**config.mk**
```make
export PLATFORM = sky130hd
export DESIGN_NAME = wif_flags
export DESIGN_NICKNAME = d
export VERILOG_FILES = /design/src/logic/wif_pkg.sv /design/src/logic/wif_flags.sv
export SDC_FILE = /design/constraint.sdc
export NUM_CORES = 1
export LEC_CHECK = 0
export ABC_AREA = 1
export ABC_CLOCK_PERIOD_IN_PS = 900
export BUFFER_PORTS_ARGS = -buffer_cell sky130_fd_sc_hd__buf_2
export CAP_MARGIN = 20
export CORE_MARGIN = 2
export CORE_UTILIZATION = 30
export CTS_CLUSTER_SIZE = 14
export DETAILED_ROUTE_END_ITERATION = 10
export PLACE_DENSITY_LB_ADDON = 0.12
export SLEW_MARGIN = 20
export SYNTH_ARGS = -nofsm -noshare
export SYNTH_HDL_FRONTEND = slang
export SYNTH_SLANG_ARGS = --single-unit
export TNS_END_PERCENT = 50
```
**constraint.sdc**
```tcl
create_clock -name mclk -period 0.9 [get_ports mclk]
set_input_delay 0.135 -clock mclk [delete_from_list [all_inputs] [get_ports mclk]]
set_output_delay 0.135 -clock mclk [all_outputs]
set_load 0.01 [all_outputs]
```
**src/logic/wif_pkg.sv**
```systemverilog
// Purpose: Constants and carrier types for the wake and interrupt flag block
// Assumes: 8-bit special-function register port from the processor core
// Notes:   Offsets are the processor's own register addresses
package wif_pkg;
  localparam int unsigned ADDR_W = 16;
  localparam int unsigned DATA_W = 8;
  localparam int unsigned NUM_EXT_INT = 7;
  // Register addresses
  localparam logic [15:0] FLAG_ADDR = 16'h00E8;
  localparam logic [15:0] LIVE_ADDR = 16'h00F8;
  localparam logic [15:0] IEN_ADDR  = 16'h20B0;
  // Flag register bit positions
  localparam int unsigned BIT_XFER  = 0;
  localparam int unsigned BIT_TICK  = 1;
  localparam int unsigned BIT_COL_A = 2;
  localparam int unsigned BIT_COL_B = 3;
  localparam int unsigned BIT_PB    = 4;
  localparam int unsigned BIT_WAKE  = 5;
  localparam int unsigned BIT_RISE  = 6;
  localparam int unsigned BIT_FALL  = 7;
  // Enable register bit positions
  localparam int unsigned BIT_WD_EN  = 0;
  localparam int unsigned BIT_SPI_EN = 4;
  localparam logic [7:0] FLAG_RESET = 8'h00;
  localparam logic       EN_RESET   = 1'b0;
  localparam logic [7:0] ZERO_BYTE  = 8'h00;
  localparam logic [2:0] SYNC_INIT  = 3'h0;

  // One processor register access
  typedef struct packed {
    logic        wr;
    logic        rd;
    logic [15:0] addr;
    logic [7:0]  wdata;
  } wif_req_t;

  // Hardware event strobes, one cycle each, same clock
  typedef struct packed {
    logic xfer;
    logic tick;
    logic col_a;
    logic col_b;
    logic wake_timer;
    logic sleep_req;
  } wif_evt_t;
endpackage

```
**src/logic/wif_flags.sv**
```systemverilog
// Purpose: Wake-source and interrupt flag register with live input view
// Assumes: Register port on mclk; pushbutton, lock and ext inputs are async
// Notes:   Read data is registered, valid the cycle after rd
// Notes:   Pin edges show four to five edges late, a cost of the glitch filter
// Notes:   Flags are plain flip-flops; wake keeps them, rstn, zero writes and sleep (bit four) clear them
// Notes on behaviour
// - Pushbutton rising edge sets flag, zero write clears
// - Sleep request clears pushbutton flag
// - Pushbutton flag survives wake; reset, sleep or zero write clears it
// - Lock rise sets return flag, pulses power event
// - Lock fall sets loss flag, pulses power event
// - Pushbutton or timer wakes never set loss flag
// - Autowake expiry sets timer flag until cleared
// - Transfer-busy and second events set their flags
// - Two collision flags at bits two and three
// - Live field shows present ext input levels
// - Watchdog enable bit zero, serial enable bit four
`timescale 1ns/1ns
`default_nettype none
module wif_flags
  import wif_pkg::*;
#(
  parameter int unsigned N_EXT = NUM_EXT_INT
) (
  input  wire logic             mclk,
  input  wire logic             rstn,
  input  wire wif_req_t         req,
  input  wire wif_evt_t         evt,
  input  wire logic             pushbutton_input,
  input  wire logic             pll_locked,
  input  wire logic [N_EXT-1:0] ext_int_in,
  output logic      [7:0]       rdata,
  output logic                  power_event_interrupt,
  output logic                  watchdog_near_overflow_irq_en,
  output logic                  serial_port_irq_en
);

  ////////////////////////////////////////////////////////////////////////
  // Input synchronisers: three stages, change taken when stages 2 and 3 agree
  // Agreement costs a cycle but stops a metastable sample from making an edge
  logic [2:0]       pb_s_q;
  logic [2:0]       lk_s_q;
  logic [2:0]       ext_s_q [N_EXT];
  logic             pb_lvl_q;
  logic             lk_lvl_q;
  logic [N_EXT-1:0] ext_lvl_q;

  always_ff @(posedge mclk or negedge rstn) begin
    if (!rstn) begin
      pb_s_q   <= SYNC_INIT;
      lk_s_q   <= SYNC_INIT;
      pb_lvl_q <= 1'b0;
      lk_lvl_q <= 1'b0;
    end else begin
      pb_s_q <= {pb_s_q[1:0], pushbutton_input};
      lk_s_q <= {lk_s_q[1:0], pll_locked};
      if (pb_s_q[1] == pb_s_q[2]) pb_lvl_q <= pb_s_q[2];
      if (lk_s_q[1] == lk_s_q[2]) lk_lvl_q <= lk_s_q[2];
    end
  end

  // One synchroniser per external interrupt input
  // Live inputs are filtered like the others, so a narrow glitch never reads back
  genvar gi;
  generate
    for (gi = 0; gi < N_EXT; gi++) begin : g_ext
      always_ff @(posedge mclk or negedge rstn) begin
        if (!rstn) begin
          ext_s_q[gi]   <= SYNC_INIT;
          ext_lvl_q[gi] <= 1'b0;
        end else begin
          ext_s_q[gi] <= {ext_s_q[gi][1:0], ext_int_in[gi]};
          if (ext_s_q[gi][1] == ext_s_q[gi][2]) ext_lvl_q[gi] <= ext_s_q[gi][2];
        end
      end
    end
  endgenerate

  // Edge detection on the filtered levels, never on the first stage
  // Previous levels reset low, so a pin already high at release reads as an edge
  logic pb_prev_q;
  logic lk_prev_q;
  always_ff @(posedge mclk or negedge rstn) begin
    if (!rstn) begin
      pb_prev_q <= 1'b0;
      lk_prev_q <= 1'b0;
    end else begin
      pb_prev_q <= pb_lvl_q;
      lk_prev_q <= lk_lvl_q;
    end
  end

  wire pb_rise = pb_lvl_q & ~pb_prev_q;
  wire lk_rise = lk_lvl_q & ~lk_prev_q;
  // Only a real lock drop counts as power loss; wakes into brownout do not
  wire lk_fall = ~lk_lvl_q & lk_prev_q;

  ////////////////////////////////////////////////////////////////////////
  // Address decode
  // Exact compare on the full address; near misses must not alias a register
  wire hit_flag = (req.addr == FLAG_ADDR);
  wire hit_live = (req.addr == LIVE_ADDR);
  wire hit_ien  = (req.addr == IEN_ADDR);
  wire wr_flag  = req.wr & hit_flag;
  wire wr_ien   = req.wr & hit_ien;

  ////////////////////////////////////////////////////////////////////////
  // Flag sources and clears
  logic [7:0] flag_q;
  logic [7:0] flag_d;
  logic [7:0] set_v;
  logic [7:0] clr_v;

  always_comb begin
    set_v = ZERO_BYTE;
    set_v[BIT_XFER]  = evt.xfer;
    set_v[BIT_TICK]  = evt.tick;
    set_v[BIT_COL_A] = evt.col_a;
    set_v[BIT_COL_B] = evt.col_b;
    set_v[BIT_PB]    = pb_rise;
    set_v[BIT_WAKE]  = evt.wake_timer;
    set_v[BIT_RISE]  = lk_rise;
    set_v[BIT_FALL]  = lk_fall;
  end

  // Zero written clears, one written leaves alone
  always_comb begin
    clr_v = wr_flag ? ~req.wdata : ZERO_BYTE;
    clr_v[BIT_PB] = clr_v[BIT_PB] | evt.sleep_req;
  end

  // Set wins over any clear arriving in the same cycle
  assign flag_d = set_v | (flag_q & ~clr_v);

  // Reset and zero writes clear, sleep clears the pushbutton bit; wake does not, so boot code can read the source
  always_ff @(posedge mclk or negedge rstn) begin
    if (!rstn) flag_q <= FLAG_RESET;
    else       flag_q <= flag_d;
  end

  ////////////////////////////////////////////////////////////////////////
  // Interrupt enable register
  // Only bits zero and four are stored; the rest of the byte is dropped
  always_ff @(posedge mclk or negedge rstn) begin
    if (!rstn) begin
      watchdog_near_overflow_irq_en <= EN_RESET;
      serial_port_irq_en            <= EN_RESET;
    end else if (wr_ien) begin
      watchdog_near_overflow_irq_en <= req.wdata[BIT_WD_EN];
      serial_port_irq_en            <= req.wdata[BIT_SPI_EN];
    end
  end

  // Power event: one-cycle pulse on either lock edge
  // Registered so it lines up with the flag bit that the same edge sets
  always_ff @(posedge mclk or negedge rstn) begin
    if (!rstn) power_event_interrupt <= 1'b0;
    else       power_event_interrupt <= lk_rise | lk_fall;
  end

  ////////////////////////////////////////////////////////////////////////
  // Read path; unmapped addresses return zero
  // Read data is held between reads, so a late sampler still sees it
  logic [7:0] ien_view;
  logic [7:0] live_view;
  logic [7:0] rd_mux;
  always_comb begin
    ien_view = ZERO_BYTE;
    ien_view[BIT_WD_EN]  = watchdog_near_overflow_irq_en;
    ien_view[BIT_SPI_EN] = serial_port_irq_en;
    live_view = ZERO_BYTE;
    live_view[N_EXT-1:0] = ext_lvl_q;
  end
  assign rd_mux = hit_flag ? flag_q :
                  hit_live ? live_view :
                  hit_ien  ? ien_view : ZERO_BYTE;

  always_ff @(posedge mclk or negedge rstn) begin
    if (!rstn)       rdata <= ZERO_BYTE;
    else if (req.rd) rdata <= rd_mux;
  end
endmodule
`default_nettype wire

```
==> summary.md, run 1 <==
| Metric | Value |
|---|---|
| Slew Limit Fails | 0 |
| Net Sw Frac | a little over a fifth |
| Clock Power Share | between 40% and 50% |
| Post-DP HPWL | a little under 3000 microns |
| Comb pwr share | approximately 6.7% |
| Worst skew pair latency | between 0.3 and 0.4 ns |
| Relative slew slack | between 70% and 80% |
| Cell Rows | 30 |
| Syn_nets | about 240 |
| Sequential share of the synthesized area | between 60% and 70% |
| RSZ-0062 raised after global routing | yes |
| Iter 0 DRT Violations | 42 |
| Fmax | a little over 1000 MHz |
| Vias in the first global route | about 1,500 |
| Largest stage delay, worst path | 0.39 ns |
| Failing checks | setup timing |
| Critical path's top delay family | flip-flops |
| Io pins | 54 |
| Global-route wire length before repair | 6720 microns |
| Gpl congestion | about 0.70 |
| Slowest stage cell, crit path | dfrtp_1 |
| Synth Register Bits | 57 |
| Post-route setup TNS | -0.736 ns |
| Reg power frac | 49.3% |
| Area Growth Syn to Fin | 41.4% |
| Worst EP arrival | 0.85 ns |
| Worst R2R Setup Slack | 0.02 ns |
| R2R cell count | 1 |
| R2r startpoint | lk_lvl_q |
| Netlist Area Pre-Place | ~2100 sq um |
| H-tree depth | 3 |
| Mapped Cells | a little under 200 |
| Crit-path cells | buf_2 |
| Reported max-cap violation count | 0 |
| PwrDens | about 1800 nW/um^2 |
| Minimum clock period | just under 1 ns |
| CTS buffer count | 9 |
| Core area | approximately 6800 sq um |
| Drt first pass iters | 4 |
| # nets final | between 300 and 400 |
| Sink Count | 57 |
| N_diodes | 0 |
| Crit share post-route | 109% |
| Yosys warns | 0 |
| DR DRC count | 0 |
| Antenna-violating nets left | 0 |
| Worst setup EP type | output port |
| Crit path buf inv count | 1 |
| Critical path class | reg -> out |
| Fill count | slightly above 700 |
| Worst IR drop on VDD | 1.02 mV |
| Gr ovfl total | 0 |
| Pre-CTS setup slack | -0.297 ns |
| Die Y | between 80 and 90 microns |
| Share of cells above drive strength 1 | a little over a third |
| Total wire length | 4330 microns |
| Largest net degree at the start of global routing | 58 |
| Worst-Margin Slew | roughly 0.30 ns |
| CTS root buffer | clkbuf_8 |
| Die Width | 88.4 microns |
| Vias | between 1,500 and 2,000 |
| Syn Area/Cell | between 10 and 15 sq um |
| Total internal power | 4.38 mW |
| Detailed-route wire length per cell | around 11 microns |
| CTS clk-pin slew, worst paths | approximately 0.060 ns |
| Worst hold path type | in -> reg |
| Final hold slack | between 0.015 and 0.02 ns |
| Crit-path max FO | 2 |
| Clock Skew | approximately 0.0060 ns |
| Initial Util | 31.3% |
| CTS max path bufs | 2 |
| Status | complete, but fails checks |
| WP data required | between 0.7 and 0.8 ns |
| Die area | approximately 7800 sq um |
| Initial antenna violation count | 0 |
| Port Buffer Count | 53 |
| Vias per cell | roughly 4.1 |
| Leak pwr | between 1.5 and 2 nW |
| Yosys cell types | 19 |
| Worst-case hold path end point | flag_q[3] |
| Hold path depth | 2 |
| Final hold violation count | 0 |
| CTS tree | done |
| Min setup slack post-route | -0.0833 ns |
| Startpoint Class | register |
| Hold Startpoint | evt[2] |
| Psw | between 1 and 1.5 mW |
| Capture point of the worst reg-to-reg path | lk_lvl_q |
| Endpoints failing setup | 11 |
| Total track usage | 11.7% |
## layout make-up
cell class	count	area, sq um	area share [%]
Clock inverter	2	35.0	1.16
Inverter	25	98.8	3.27
Timing Repair Buffer	78	505	16.7
Sequential cell	57	1430	47.2
Clock buffer	14	173	5.72
Multi-Input combinational cell	111	662	21.9
Tap cell	96	120	3.98
## per-stage QoR
stage / area, sq um / power [mW] / utilization [%] / cells
CTS: 2930 / 5.66 / 42.9 / 375
global route: 3020 / 5.84 / 44.2 / 383
finish: 3020 / 5.57 / 44.2 / 383
global placement: 2580 / 3.14 / 37.8 / 344
floorplan: 2180 / 2.91 / - / 194
detailed placement: 2580 / 3.14 / 37.8 / 344
## cell families after synthesis
| family | Yosys count | share of synthesized area [%] |
|---|---|---|
| adder cells (fa/ha/maj) | 11 | 5.39 |
| flip-flops | 57 | 66.8 |
| buffers and inverters | 27 | 5.15 |
| AO/OA/AOI/OAI | 11 | 3.16 |
| AND/OR/NAND/NOR | 88 | 19.5 |
## worst max path at each step
stage / start / endpoint / slack, ns / cells past startpoint
floorplan: req[23] / rdata[1] / -0.03 / 7
global placement: req[23] / flag_q[4] / -0.29 / 7
detailed placement: req[23] / flag_q[4] / -0.30 / 7
CTS: rdata[5] / rdata[5] / -0.12 / 1
global route: rdata[5] / rdata[5] / -0.13 / 1
finish: rdata[5] / rdata[5] / -0.08 / 1
## power by group through the flow
| stage | registers [mW] | logic (mW) | clock network (mW) |
|---|---|---|---|
| after floorplan | 2.78 | 0.128 | 0 |
| after global placement | 2.80 | 0.341 | 0 |
| after detailed placement | 2.80 | 0.344 | 0 |
| after CTS | 2.75 | 0.381 | 2.52 |
| after global routing | 2.77 | 0.431 | 2.64 |
| final | 2.75 | 0.376 | 2.45 |
## sequential cells by signal, summed over array words and instances (netlist names), 3 cells and up
| register | cells |
|---|---|
| ext_lvl_q | 7 |
| ext_s_q | 21 |
| flag_q | 8 |
| rdata | 8 |
| pb_s_q | 3 |
| lk_s_q | 3 |
## cells in the final DEF, fill, tap and decap left out, drive strengths merged
master / netlist / final
maj3: 9 / 9
clkinv: 1 / 2
nand2: 42 / 42
buf: 2 / 67
bufinv: 0 / 1
dlygate4sd3: 0 / 11
nand4: 4 / 4
ha: 2 / 2
nor2: 20 / 21
nand3: 22 / 22
o21bai: 5 / 5
o21ai: 6 / 6
inv: 24 / 24
clkbuf: 0 / 14
dfrtp: 57 / 57
## timing repair
action                                  4_1_cts  5_1_grt
gates resized for setup                       0        6
pin swaps                                     0        2
buffers inserted                              4        7
hold endpoints to repair                     67        0
endpoints found under the setup margin       11       28
gates cloned                                  0        1
hold buffers                                 11        0
## per-layer routing
layer	routed length [microns]	vias up	global-route usage (%)
li1	-	795	-
met1	1990	741	14.8
met2	2000	46	17.4
met3	269	6	3.64
met4	64	0	7.44
met5	0	-	0
## cell usage after synthesis
library cell	number	area share, %
nor2_2	2	0.59
nand3_2	1	0.47
buf_2	1	0.23
nor2_4	2	1.1
nand3_1	21	4.9
nand4_1	4	1.2
buf_6	1	0.53
ha_1	2	1.2
nor2_1	15	2.6
nand2_1	39	6.9
clkinv_1	1	0.18
nand2_2	3	0.88
nor2_8	1	0.94
o21bai_1	5	1.8
maj3_1	9	4.2
o21ai_1	6	1.4
inv_2	3	0.53
inv_1	21	3.7
dfrtp_1	57	67
Note: power is estimated with default switching activity, not from simulation.
==> run 2, diff against run 1 <==
--- a/config.mk
+++ b/config.mk
@@ -6,7 +6,7 @@
 export NUM_CORES = 1
 export LEC_CHECK = 0
 export ABC_AREA = 1
-export ABC_CLOCK_PERIOD_IN_PS = 900
+export ABC_CLOCK_PERIOD_IN_PS = 800
 export BUFFER_PORTS_ARGS = -buffer_cell sky130_fd_sc_hd__buf_2
 export CAP_MARGIN = 20
 export CORE_MARGIN = 2
==> constraint.sdc (replaced) <==
create_clock -name mclk -period 0.8 [get_ports mclk]
set_input_delay 0.12 -clock mclk [delete_from_list [all_inputs] [get_ports mclk]]
set_output_delay 0.12 -clock mclk [all_outputs]
set_load 0.01 [all_outputs]
==> run 2 against run 1 <==
The run still ends with setup timing left. Clock skew is essentially flat. Global-route usage increased by 0.92 points. Design area rose by 6.4%. Critical endpoint is now rdata[7]. Highest routed layer unchanged.
==> summary.md, run 2 (synthesis gave the netlist of run 1 again) <==
| Metric | Value |
|---|---|
| Status | complete, but fails checks |
| Failing checks | setup timing |
| Slowest stage cell, crit path | dfrtp_1 |
| Antenna-violating nets left | 0 (unchanged) |
| Commonest non-fill, non-tap cells in the layout | dfrtp_1, buf_2, nand2_1 |
| WP data required | 0.68 ns (-0.08 ns) |
| Total wire length | 4540 microns (+4.9%) |
| Slew Limit Fails | 0 (unchanged) |
| Area Growth Syn to Fin | 50.5% |
| RSZ-0062 raised after global routing | yes |
| CTS max path bufs | 2 (unchanged) |
| DR DRC count | 0 (unchanged) |
| Worst skew pair latency | 0.33 ns (about the same) |
| CTS buffer count | 9 (unchanged) |
| Die area | 7810 sq um (unchanged) |
| Endpoints failing setup | 25 (+14) |
| Crit share post-route | 123% |
| Commonest non-fill, non-tap cell in the layout | dfrtp_1 |
| Post-route setup TNS | -2.19 ns (-1.45 ns) |
| Fill count | 696 (-1.6%) |
| Vias | 1,603 (+0.94%) |
| Critical path's top delay family | flip-flops |
| Vias per cell | 4.09 (-1.4%) |
| Design area | 3210 sq um (+6.4%) |
| CTS clk-pin slew, worst paths | 0.06 ns (about the same) |
| Worst IR drop on VDD | 1.07 mV (+5.7%) |
| Minimum clock period | roughly 1 ns |
| Core area | 6830 sq um (unchanged) |
| Gr ovfl total | 0 (unchanged) |
| Reported max-cap violation count | 0 (unchanged) |
| H-tree depth | 3 (unchanged) |
| Finished Layout Cells | 392 (+2.3%) |
| Initial Util | 31.3% (unchanged) |
| Final hold slack | 0.0138 ns (-0.00214 ns) |
| Largest net degree at the start of global routing | 58 (unchanged) |
| Post-DP HPWL | 2960 microns (+0.79%) |
| Sink Count | 57 (unchanged) |
| Crit path buf inv count | 1 (unchanged) |
| Gpl congestion | 0.712 (+1.6%) |
| Top flop regs | ext_s_q x21, flag_q x8, rdata x8 |
| Die Y | 88.4 microns (unchanged) |
| Dpl cell area | 2620 sq um (+1.5%) |
| Iter 0 DRT Violations | 39 (-7.1%) |
| Dpl cells | 349 (+1.5%) |
| Critical path class | reg -> out |
| Startpoint Class | register |
| Worst-Margin Slew | 0.309 ns (+0.00851 ns) |
| Detailed-route wire length per cell | 11.6 microns (+2.5%) |
| Global-route wire length before repair | 7070 microns (+5.1%) |
| Die Width | 88.4 microns (unchanged) |
| Clock Skew | 0.00646 ns (+0.000440 ns) |
| Share of cells above drive strength 1 | 46.3% (+11 points) |
| Final hold violation count | 0 (unchanged) |
| N_diodes | 0 (unchanged) |
| Cell Rows | 30 (unchanged) |
| Leak pwr | 1.64 nW (+3.5%) |
| # nets final | 336 (+2.8%) |
| Worst EP arrival | 0.87 ns (+0.02 ns) |
| Initial antenna violation count | 0 (unchanged) |
| Fmax | 1010 MHz |
| Largest stage delay, worst path | 0.39 ns (about the same) |
| Relative slew slack | 79.4% (-0.57 points) |
| CTS tree | done |
| Pre-CTS setup slack | -0.371 ns (-0.0739 ns) |
| Total track usage | 12.6% (+0.92 points) |
| Max FFs per register | 21 (unchanged) |
| Port Buffer Count | 53 (unchanged) |
| CTS root buffer | clkbuf_8 |
| PwrDens | 1960 nW/um^2 (+6.1%) |
| Layout Utilization | 47.1% (+2.8 points) |
| Power Total | 6.29 mW (+13%) |
| Crit-path cells | buf_2 |
| Worst hold path type | in -> reg |
| Vias in the first global route | 1,506 (+2.8%) |
| Reg with most FFs | ext_s_q |
| Crit-path max FO | 2 (unchanged) |
| Io pins | 54 (unchanged) |
| Worst setup EP type | output port |
| Min setup slack post-route | -0.187 ns (-0.104 ns) |
| Drt first pass iters | 4 (unchanged) |
run 2: cell types whose count changed in the layout (fill, tap and decap cells not counted), moves of 3 or more:
cell / previous run / this run
buf_2: 51 / 48
buf_6: 2 / 7
dlygate4sd3_1: 11 / 15
inv_1: 20 / 12
inv_2: 3 / 11
maj3_1: 8 / 0
maj3_2: 1 / 9
nand2_1: 39 / 36
nand3_1: 20 / 16
nand3_2: 1 / 5
nor2_1: 10 / 7
nor2_4: 6 / 10
run 2: final cells by class:
| type | instances | area [sq um] | share of cell area [%] |
|---|---|---|---|
| Clock inverter | 5 | 55.1 | 1.71 |
| Inverter | 25 | 98.8 | 3.08 |
| Tap cell | 96 | 120 | 3.74 |
| Timing Repair Buffer | 87 | 622 | 19.3 |
| Sequential cell | 57 | 1430 | 44.4 |
| Clock buffer | 11 | 141 | 4.40 |
| Multi-Input combinational cell | 111 | 751 | 23.4 |
run 2: path summary, 6_finish.rpt:
kind / from / end / slack (ns) / cells after the start
min in group asynchronous: rstn / ext_lvl_q[4] / 0.31 / 3
max reg2reg: watchdog_near_overflow_irq_en / rdata[0] / -0.07 / 5
min reg2reg: ext_s_q[9] / ext_s_q[10] / 0.35 / 0
max in group asynchronous: rstn / ext_s_q[9] / 0.23 / 3
max: rdata[7] / rdata[7] / -0.19 / 1
min: req[7] / flag_q[7] / 0.01 / 3
run 2: where the power goes:
group	switching, mW	leakage, nW	internal (mW)	total, mW
logic	0.245	0.874	0.294	0.539
registers	0.0795	0.668	3.03	3.11
clock network	1.14	0.0953	1.51	2.65
run 2: repair_timing:
item / CTS / global route
pin swaps: 10 / 28
resized for setup: 10 / 36
hold buffers: 15 / 0
setup endpoints to repair: 30 / 38
buffers inserted: 7 / 5
hold endpoints to repair: 71 / 0
cloned: 0 / 1
run 2: metal layers:
metal | up-vias | wire [microns] | global-route usage [%]
li1 | 816 | - | -
met1 | 736 | 2090 | 16.1
met2 | 41 | 2110 | 18.3
met3 | 10 | 228 | 4.48
met4 | 0 | 112 | 7.85
met5 | - | 0 | 0
